[config.mk]
export PLATFORM = sky130hd
export DESIGN_NAME = ogc_gamma
export DESIGN_NICKNAME = d
export VERILOG_FILES = /design/src/rtl/ogc_pkg.sv /design/src/rtl/ogc_gamma.sv
export VERILOG_INCLUDE_DIRS = /design/src /design/src/rtl
export SDC_FILE = /design/constraint.sdc
export NUM_CORES = 1
export LEC_CHECK = 0
export BUFFER_PORTS_ARGS = -buffer_cell sky130_fd_sc_hd__buf_2
export CORE_ASPECT_RATIO = 2
export CORE_MARGIN = 2
export CORE_UTILIZATION = 57
export CTS_BUF_LIST = sky130_fd_sc_hd__clkbuf_8
export DETAILED_ROUTE_END_ITERATION = 8
export GPL_ROUTABILITY_DRIVEN = 0
export GPL_TIMING_DRIVEN = 0
export PLACE_DENSITY_LB_ADDON = 0.05
export SYNTH_ARGS = -nofsm -noshare
export SYNTH_HDL_FRONTEND = slang
export SYNTH_SLANG_ARGS = --single-unit
[constraint.sdc]
create_clock -name core_clk -period 5.7 [get_ports core_clk]
set_clock_uncertainty 0.1 [all_clocks]
set_input_delay 0 -clock core_clk [delete_from_list [all_inputs] [get_ports core_clk]]
set_output_delay 0 -clock core_clk [all_outputs]
set_load 0.02 [all_outputs]
[src/rtl/ogc_map.svh]
// register map, field positions and constants for the overlay gamma unit
`ifndef OGC_MAP_SVH
`define OGC_MAP_SVH

`define OGC_ADDR_PT192 20'h30010
`define OGC_ADDR_PT128 20'h30014
`define OGC_ADDR_PT64 20'h30018
`define OGC_ADDR_PT32 20'h3001C
`define OGC_ADDR_PT16 20'h30020
`define OGC_ADDR_PT8 20'h30024

`define OGC_RST_PT192 24'hC0C0C0
`define OGC_RST_PT128 24'h808080
`define OGC_RST_PT64 24'h404040
`define OGC_RST_PT32 24'h202020
`define OGC_RST_PT16 24'h101010
`define OGC_RST_PT8 24'h080808

`define OGC_LANE_W 8
`define OGC_RED_LSB 16
`define OGC_GREEN_LSB 8
`define OGC_BLUE_LSB 0
`define OGC_RSVD_W 8

`define OGC_X_8 8'h08
`define OGC_X_16 8'h10
`define OGC_X_32 8'h20
`define OGC_X_64 8'h40
`define OGC_X_128 8'h80
`define OGC_X_192 8'hC0
`define OGC_TOP_END 9'h100
`define OGC_POST_SHIFT 7
`define OGC_SH_1 3'h1
`define OGC_SH_2 3'h2
`define OGC_SH_3 3'h3
`define OGC_SH_4 3'h4

`define OGC_SEG_ZERO 3'h0
`define OGC_SEG_8 3'h1
`define OGC_SEG_16 3'h2
`define OGC_SEG_32 3'h3
`define OGC_SEG_64 3'h4
`define OGC_SEG_128 3'h5
`define OGC_SEG_192 3'h6

`endif

[src/rtl/ogc_pkg.sv]
// types shared by the overlay gamma unit
package ogc_pkg;
  typedef logic [7:0] ogc_comp_t;
  typedef logic [8:0] ogc_slope_t;
  typedef logic [6:0] ogc_offs_t;
  typedef logic [23:0] ogc_point_t;
endpackage : ogc_pkg

[src/rtl/ogc_gamma.sv]
// overlay gamma correction: breakpoint registers and interpolating datapath
`timescale 1ns/1ps
`include "ogc_map.svh"

module ogc_gamma
  import ogc_pkg::*;
#(
  parameter int ADDR_W = 20
) (
  input wire logic core_clk,
  input wire logic rst,
  input wire logic [ADDR_W-1:0] reg_addr,
  input wire logic reg_wr,
  input wire logic reg_rd,
  input wire logic [31:0] reg_wdata,
  output logic [31:0] reg_rdata,
  output logic reg_rvalid,
  input wire logic pix_in_valid,
  input wire logic [7:0] pix_in_red,
  input wire logic [7:0] pix_in_green,
  input wire logic [7:0] pix_in_blue,
  output logic pix_out_valid,
  output logic [7:0] pix_out_red,
  output logic [7:0] pix_out_green,
  output logic [7:0] pix_out_blue
);

  // index 0 is the point at 8, index 5 the point at 192
  ogc_point_t pt_ff [6];
  logic [31:0] rdata_ff;
  logic rvalid_ff;
  logic [1:0] vld_ff;
  logic [5:0] wsel;
  logic [5:0] rsel;
  ogc_point_t rpoint;
  logic [23:0] pix_in;
  ogc_point_t wpoint;
  logic [31:0] rword;
  ogc_comp_t out_ff [3];

  localparam logic [ADDR_W-1:0] PT_ADDR [6] = '{
    ADDR_W'(`OGC_ADDR_PT8), ADDR_W'(`OGC_ADDR_PT16), ADDR_W'(`OGC_ADDR_PT32),
    ADDR_W'(`OGC_ADDR_PT64), ADDR_W'(`OGC_ADDR_PT128), ADDR_W'(`OGC_ADDR_PT192)};
  localparam ogc_point_t PT_RST [6] = '{
    `OGC_RST_PT8, `OGC_RST_PT16, `OGC_RST_PT32,
    `OGC_RST_PT64, `OGC_RST_PT128, `OGC_RST_PT192};
  localparam int LANE_LSB [3] = '{`OGC_BLUE_LSB, `OGC_GREEN_LSB, `OGC_RED_LSB};

  // write lanes picked out, reserved byte dropped
  always_comb begin
    wpoint = '0;
    wpoint[`OGC_RED_LSB +: `OGC_LANE_W] = reg_wdata[`OGC_RED_LSB +: `OGC_LANE_W];
    wpoint[`OGC_GREEN_LSB +: `OGC_LANE_W] = reg_wdata[`OGC_GREEN_LSB +: `OGC_LANE_W];
    wpoint[`OGC_BLUE_LSB +: `OGC_LANE_W] = reg_wdata[`OGC_BLUE_LSB +: `OGC_LANE_W];
  end

  genvar gi;
  generate
    for (gi = 0; gi < 6; gi++) begin : g_pt
      assign wsel[gi] = reg_wr && (reg_addr == PT_ADDR[gi]);
      assign rsel[gi] = reg_addr == PT_ADDR[gi];
      // whole-word write, no shadow copy: lands on live pixels
      always_ff @(posedge core_clk) begin
        if (rst) begin
          pt_ff[gi] <= PT_RST[gi];
        end else if (wsel[gi]) begin
          pt_ff[gi] <= wpoint;
        end
      end
    end
  endgenerate

  always_comb begin
    rpoint = '0;
    for (int i = 0; i < 6; i++) begin
      if (rsel[i]) begin
        rpoint = pt_ff[i];
      end
    end
  end

  // read word, reserved byte forced to zero
  always_comb begin
    rword = '0;
    rword[`OGC_RED_LSB +: `OGC_LANE_W] = rpoint[`OGC_RED_LSB +: `OGC_LANE_W];
    rword[`OGC_GREEN_LSB +: `OGC_LANE_W] = rpoint[`OGC_GREEN_LSB +: `OGC_LANE_W];
    rword[`OGC_BLUE_LSB +: `OGC_LANE_W] = rpoint[`OGC_BLUE_LSB +: `OGC_LANE_W];
  end

  // reserved bits and unmapped addresses read zero
  always_ff @(posedge core_clk) begin
    if (rst) begin
      rdata_ff <= '0;
    end else if (reg_rd) begin
      rdata_ff <= rword;
    end
  end

  // one-cycle answer pulse per read
  always_ff @(posedge core_clk) begin
    if (rst) begin
      rvalid_ff <= 1'b0;
    end else begin
      rvalid_ff <= reg_rd;
    end
  end

  assign reg_rdata = rdata_ff;
  assign reg_rvalid = rvalid_ff;

  // two-stage pipeline, valid travels with data
  always_ff @(posedge core_clk) begin
    if (rst) begin
      vld_ff <= '0;
    end else begin
      vld_ff <= {vld_ff[0], pix_in_valid};
    end
  end

  assign pix_in = {pix_in_red, pix_in_green, pix_in_blue};

  generate
    for (gi = 0; gi < 3; gi++) begin : g_comp
      ogc_comp_t x;
      ogc_comp_t lane_pt [6];
      logic [2:0] seg;
      ogc_comp_t base;
      ogc_slope_t nxt;
      ogc_comp_t start;
      logic [2:0] sh;
      ogc_comp_t offs;
      ogc_comp_t offs_sh;
      ogc_slope_t slope;
      ogc_comp_t base_ff;
      ogc_slope_t slope_ff;
      ogc_offs_t offs_ff;
      logic [15:0] prod;
      logic [8:0] scaled;
      logic [8:0] sum;

      assign x = pix_in[LANE_LSB[gi] +: `OGC_LANE_W];

      // own byte lane of every breakpoint
      for (genvar pi = 0; pi < 6; pi++) begin : g_lane
        assign lane_pt[pi] = pt_ff[pi][LANE_LSB[gi] +: `OGC_LANE_W];
      end

      // segment pick by leading bits
      always_comb begin
        seg = `OGC_SEG_ZERO;
        casez (x)
          8'b11??????: begin
            seg = `OGC_SEG_192;
          end
          8'b10??????: begin
            seg = `OGC_SEG_128;
          end
          8'b01??????: begin
            seg = `OGC_SEG_64;
          end
          8'b001?????: begin
            seg = `OGC_SEG_32;
          end
          8'b0001????: begin
            seg = `OGC_SEG_16;
          end
          8'b00001???: begin
            seg = `OGC_SEG_8;
          end
          default: begin
            seg = `OGC_SEG_ZERO;
          end
        endcase
      end

      // lower point of the segment, fixed zero below 8
      always_comb begin
        base = '0;
        case (seg)
          `OGC_SEG_192: begin
            base = lane_pt[5];
          end
          `OGC_SEG_128: begin
            base = lane_pt[4];
          end
          `OGC_SEG_64: begin
            base = lane_pt[3];
          end
          `OGC_SEG_32: begin
            base = lane_pt[2];
          end
          `OGC_SEG_16: begin
            base = lane_pt[1];
          end
          `OGC_SEG_8: begin
            base = lane_pt[0];
          end
          default: begin
            base = '0;
          end
        endcase
      end

      // next point, fetched with the lower one
      // top end 256 keeps the identity curve exact in the top segment
      always_comb begin
        nxt = '0;
        case (seg)
          `OGC_SEG_192: begin
            nxt = `OGC_TOP_END;
          end
          `OGC_SEG_128: begin
            nxt = {1'b0, lane_pt[5]};
          end
          `OGC_SEG_64: begin
            nxt = {1'b0, lane_pt[4]};
          end
          `OGC_SEG_32: begin
            nxt = {1'b0, lane_pt[3]};
          end
          `OGC_SEG_16: begin
            nxt = {1'b0, lane_pt[2]};
          end
          `OGC_SEG_8: begin
            nxt = {1'b0, lane_pt[1]};
          end
          default: begin
            nxt = {1'b0, lane_pt[0]};
          end
        endcase
      end

      // input position where the segment starts
      always_comb begin
        start = '0;
        case (seg)
          `OGC_SEG_192: begin
            start = `OGC_X_192;
          end
          `OGC_SEG_128: begin
            start = `OGC_X_128;
          end
          `OGC_SEG_64: begin
            start = `OGC_X_64;
          end
          `OGC_SEG_32: begin
            start = `OGC_X_32;
          end
          `OGC_SEG_16: begin
            start = `OGC_X_16;
          end
          `OGC_SEG_8: begin
            start = `OGC_X_8;
          end
          default: begin
            start = '0;
          end
        endcase
      end

      // offset pre-shift, wider for narrower segments
      always_comb begin
        sh = `OGC_SH_4;
        case (seg)
          `OGC_SEG_192: begin
            sh = `OGC_SH_1;
          end
          `OGC_SEG_128: begin
            sh = `OGC_SH_1;
          end
          `OGC_SEG_64: begin
            sh = `OGC_SH_1;
          end
          `OGC_SEG_32: begin
            sh = `OGC_SH_2;
          end
          `OGC_SEG_16: begin
            sh = `OGC_SH_3;
          end
          default: begin
            sh = `OGC_SH_4;
          end
        endcase
      end

      assign offs = x - start;
      assign offs_sh = offs << sh;

      // unsigned slope relies on a rising curve
      assign slope = nxt - {1'b0, base};

      // stage one: base of the segment
      always_ff @(posedge core_clk) begin
        if (rst) begin
          base_ff <= '0;
        end else begin
          base_ff <= base;
        end
      end

      // stage one: slope operand
      always_ff @(posedge core_clk) begin
        if (rst) begin
          slope_ff <= '0;
        end else begin
          slope_ff <= slope;
        end
      end

      // stage one: offset, top bit cut to 7 bits
      always_ff @(posedge core_clk) begin
        if (rst) begin
          offs_ff <= '0;
        end else begin
          offs_ff <= ogc_offs_t'(offs_sh);
        end
      end

      assign prod = {7'h00, slope_ff} * {9'h000, offs_ff};
      assign scaled = prod[`OGC_POST_SHIFT +: 9];
      assign sum = {1'b0, base_ff} + scaled;

      // truncate to 8 bits, identity points reproduce input
      always_ff @(posedge core_clk) begin
        if (rst) begin
          out_ff[gi] <= '0;
        end else begin
          out_ff[gi] <= sum[7:0];
        end
      end
    end
  endgenerate

  // corrected pixel toward the dac
  assign pix_out_valid = vld_ff[1];
  assign pix_out_red = out_ff[2];
  assign pix_out_green = out_ff[1];
  assign pix_out_blue = out_ff[0];

endmodule : ogc_gamma

# Word-level counts from Yosys, hierarchy flattened
# Memory sizes are Yosys's and may differ from the RTL's.
# Cells that the tools add are included.
classes:
  n_mul: 3
  n_bitwise: 9
  shift: 3
  eq_ne: 42
  reduce_logical: 9
  n_mux: 51
  addsub: 9
op_table:
  columns: ["op", "n"]
  rows:
  - ["2-to-1 mux 24 bit", 12]
  - ["case mux 8 bit (6 select lines)", 6]
  - ["case mux 9 bit (6 select lines)", 3]
  - ["== test 20 x 18 -> 1 bit, second input constant", 6]
  - ["case mux 3 bit (6 select lines)", 3]
  - ["multiplier 9 x 7 -> 15 bit", 3]
  - ["== test 3 bit, second input constant", 9]
  - ["case mux 3 bit (3 select lines)", 3]
  - ["subtractor 9 x 8 -> 9 bit", 3]
  - ["adder 8 bit", 3]
  - ["2-to-1 mux 8 bit", 3]
  - ["<< shifter 8 x 3 -> 7 bit", 3]
  - ["subtractor 8 bit", 3]
  - ["2-to-1 mux 1 bit", 21]
  - ["== test 3 x 1 -> 1 bit, second input constant", 6]
  - ["== test 3 x 2 -> 1 bit, second input constant", 6]
  - ["== test 5 x 1 -> 1 bit, second input constant", 3]
  - ["== test 2 bit, second input constant", 6]
  - ["== test 4 x 1 -> 1 bit, second input constant", 3]
  - ["bitwise OR 1 bit", 9]
  - ["OR reduction 3 bit", 3]
  - ["== test 2 x 1 -> 1 bit, second input constant", 3]
  - ["logical AND 1 bit", 6]
word_totals:
  input_bits: 81
  ram_bits: 168
  word_cells: 140
  regBits: 99
  output_inout_bits: 58
  mem_count: 2
mem_list:
  columns: ["name", "words", "word_bits", "read_ports", "rd_ports_with_merged_regs", "wr", "line_no", "source"]
  rows:
  - ["pt_ff", 6, 24, 6, 0, 6, "ogc_gamma.sv:29", "ogc_point_t pt_ff [6];"]
  - ["out_ff", 3, 8, 3, 0, 3, "ogc_gamma.sv:39", "ogc_comp_t out_ff [3];"]

# Depth between registers and ports, before layout
logic_depth:
  word_depth: 7
  ltp_mapped: 23
  ltp_nobuf: 23

# Worst setup path before layout
# No wires, ideal clock.
synth_timing:
  kind: "flip-flop to flip-flop"
  from: "reg g_comp[2].offs_ff[1]"
  to: "mem out_ff[2][7] (netlist name)"
  setup_ps: 128
  synth_period_minus_slack_ps: 5415
  n_path_buf: 0
  t_arrival_ps: 5187
  path_stages_with_launch: 24
  setup_slack_ps: 285
  required_ps: 5472
  path_cell_list: "dfxtp_1 > and2_1 > fa_1 > inv_1 > fa_1 > inv_1 > fa_1 > inv_1 > fa_1 > inv_1 > ha_1 > o2111a_1 > and2_0 > a311o_1 > nor2_1 > o21bai_1 > xor2_1 > ha_1 > nand3_1 > o211ai_1 > o41ai_1 > xnor2_1 > xnor2_1 > nor2_1"
synth_lines:
  columns: ["item", "line_no", "source"]
  rows:
  - ["start, declared", "ogc_gamma.sv:136", "ogc_offs_t offs_ff;"]
  - ["start signal, assigned", "ogc_gamma.sv:315", "offs_ff <= ogc_offs_t'(offs_sh);"]
  - ["end, declared", "ogc_gamma.sv:39", null]

==> results_dict.tcl <==
set metrics [dict create \
    synth-edff-count 144 \
    power.switching_mw 2.08 \
    syn_area_per_cell_um2 9.78 \
    synth_seq_area_share 0.347 \
    cp_common_cell "fa_1" \
    drc 0 \
    p_clk_frac 0.282 \
    numCtsBuffers 39 \
    cap_violations 0 \
    die_w_um 135 \
    htree_levels 2 \
    power_density_mw_per_mm2 271 \
    synth-seq-cells 267 \
    antenna_found_initial 1 \
    yosysUniqueCellTypes 87 \
    via_count 16112 \
    path_class "reg -> reg" \
    synth_area_leader_cell "edfxtp_1" \
    wl_per_cell_um 20.4 \
    min_period_ns 5.54 \
    core_mm2 0.0341 \
    grt-ovfl-total 0 \
    hold_start "reg_addr[10]" \
    cts_tree "done" \
    start_kind "register" \
    power.internal_mw 4.01 \
    total_leakage_power_nw 10.0 \
    netlist_area_mm2 0.0196 \
    grt_pass1_wl_um 87200 \
    wl_um 55400 \
    cp-end-kind "register" \
    seq_power_share 0.395 \
    place_area_mm2 0.0207 \
    clk_path_buf_depth 3 \
    reg2reg_from "g_comp[2].offs_ff[1]$_SDFF_PP0_" \
    clock.fmax_mhz 180 \
    grt_pass1_vias 16638 \
    critPathRequiredTime_ns 6.01 \
    vias_per_cell 5.93 \
    drtIter0Drc 1210 \
    dieArea_mm2 0.0359 \
    synthArstFlopShare 0 \
    ant_nets 0 \
    yosys_warnings 0 \
    arrival_ns 5.85 \
    crit_fanout 4 \
    netlist.area_leader.share 0.221 \
    switching_share 0.341 \
    insertion_delay_ns 0.58 \
    slowest_delay_ns 0.54 \
    synth_flop_cell "edfxtp_1" \
    critPathSlowestCell "fa_1" \
    worst_slew_pin_slew_ns 1.31 \
    setup_viol 0 \
    pwr-share-comb 0.323 \
    drive_gt1_frac 0.136 \
    row_count 96 \
    clk_pin_slew_worst_paths_ns 0.07 \
    final_core_util 0.660 \
    slew_violations 0 \
    min_period_over_period 0.973 \
    first_pass_iters 9 \
    hpwl_um 43700 \
    final-instance-count-excl-fill 2716 \
    die_h_um 266 \
    worstPathCellList "and2_4, fa_1, inv_2, fa_1, inv_1, fa_1, inv_1, fa_1, inv_2, ha_4, o2111a_1, and2_0, a311o_1, nor2_2, o21bai_1, xor2_1, ha_1, nand3_1, o211ai_1, o41ai_2, xnor2_1, xnor2_1, nor2_2" \
    grt.total_usage 0.311 \
    syn_inst 2000 \
    peakVddDrop_mv 0.216 \
    grt_max_degree 25 \
    root_buffer "clkbuf_8" \
    status "finished clean" \
    io-pin-count 139 \
    area_delta_synth_final_pct 15.0 \
    rsz0062_at_grt "yes" \
    fin_area_mm2 0.0225 \
    maxSlewHeadroom 0.124 \
    fin_nets 2572 \
    cp-startpoint "g_comp[2].offs_ff[1]$_SDFF_PP0_" \
    dp.cells 2568 \
    synthTopCellsByArea "edfxtp_1 22%, dfxtp_1 13%, fa_1 11%" \
    hold_class "in -> reg" \
    hold_violations 0 \
    portBuffers 116 \
    clkSinkCount 267 \
    start_util 0.573 \
]
critical path, delay by kind of cell, from the launching register on:
kind / cells / cell delay (ns)
AO/OA/AOI/OAI: 5 / 1.04
XOR/XNOR: 3 / 0.49
adder cells (fa/ha/maj): 6 / 2.59
buffers and inverters: 4 / 0.19
flip-flops: 1 / 0.36
AND/OR/NAND/NOR: 5 / 0.63
cell families (layout without fill, tap and decap cells):
| family | after synthesis | after routing | synth area share |
|---|---|---|---|
| AOI/OAI and AO/OA | 416 | 416 | 0.150 |
| xor gates and xnor gates | 52 | 52 | 0.0240 |
| adders and majority gates | 247 | 247 | 0.198 |
| buffers and inverters | 233 | 497 | 0.0511 |
| DFF | 267 | 267 | 0.347 |
| muxes | 51 | 51 | 0.0272 |
| other | 1 | 12 | 0.000192 |
| and+or+nand+nor | 733 | 733 | 0.202 |
stage by stage:
stage               power [mW]  worst slack, ns  hold WS [ns]  setup TNS (ns)
CTS                       6.09          -0.0647       0.00864         -0.0647
global route              6.46          -0.0983        0.0669         -0.0983
floorplan                 3.73            0.285        0.0282               0
finish                    6.09            0.156        0.0353               0
detailed placement        4.29           -0.292         0.138          -0.367
global placement          4.24           -0.199         0.124          -0.209
cells in the mapped netlist (31+ instances only):
cell        n
o21ai_0    79
dfxtp_1   123
a21oi_1    88
edfxtp_1  144
and2_1    270
nor2b_1    33
fa_1      105
nor2_1    155
a22oi_1    31
clkbuf_1   42
nand2_1   134
ha_1      142
inv_1     131
nor3_1     32
mux2i_1    42
placed cells by master (no fill, tap or decap), types with 27 or more instances in the layout:
master,instances
xnor2_1,29
nor2_1,152
nor2b_1,33
edfxtp_1,144
clkbuf_8,44
mux2i_1,42
nor3_1,31
a22oi_1,31
o21ai_0,78
clkbuf_1,42
dlygate4sd3_1,68
a221oi_1,30
fa_1,104
dfxtp_1,109
nand2_1,134
ha_1,139
a211oi_1,27
a21oi_1,86
buf_2,145
inv_1,140
and2_1,269
final cells by class:
type | count | area, µm²
clock inverters | 27 | 254
repair buffers | 193 | 1340
well taps | 441 | 552
multi-input cells | 1510 | 11900
clock buffers | 44 | 606
plain buffers | 100 | 500
inverters | 133 | 499
flip-flops and latches | 267 | 6810
diodes | 1 | 2.50
fillers | 2850 | 11600
path summary, 6_finish.rpt:
check | end | slack, ns | cells past startpoint
worst max register to register | out_ff[2][7]$_SDFF_PP0_ | 0.16 | 23
worst min-delay path | pt_ff[0][19]$_SDFFCE_PN1P_ | 0.04 | 5
worst min register to register | vld_ff[1]$_SDFF_PP0_ | 0.36 | 1
worst max-delay path | out_ff[2][7]$_SDFF_PP0_ | 0.16 | 23
power groups by stage:
stage | clock network, mW | logic (mW) | registers [mW]
final | 1.72 | 1.97 | 2.40
after global placement | 0 | 1.80 | 2.44
after global routing | 1.81 | 2.23 | 2.42
after detailed placement | 0 | 1.85 | 2.44
after floorplan | 0 | 1.29 | 2.44
after CTS | 1.74 | 1.95 | 2.40
sequential cells by signal (all words and copies together), names as in the netlist:
signal           flops
reg_rvalid           1
out_ff              24
pt_ff              144
g_comp.base_ff      24
g_comp.offs_ff      21
g_comp.slope_ff     27
vld_ff               2
reg_rdata           24
what timing repair did:
action	in CTS	in global routing
pin swaps	12	14
hold buffers	68	0
buffers inserted	8	0
endpoints found under the hold margin	171	0
gates resized for setup	17	26
setup endpoints to repair	2	6
metal layers:
layer	vias up	share of wire	GRT usage	routed length, µm
met2	651	0.53	0.577	29300
met3	175	0.042	0.0270	2340
li1	7538	-	-	-
met4	0	0.058	0.173	3190
met1	7748	0.37	0.344	20500
met5	-	0	0	0
Note: power is estimated with default switching activity, not from simulation.
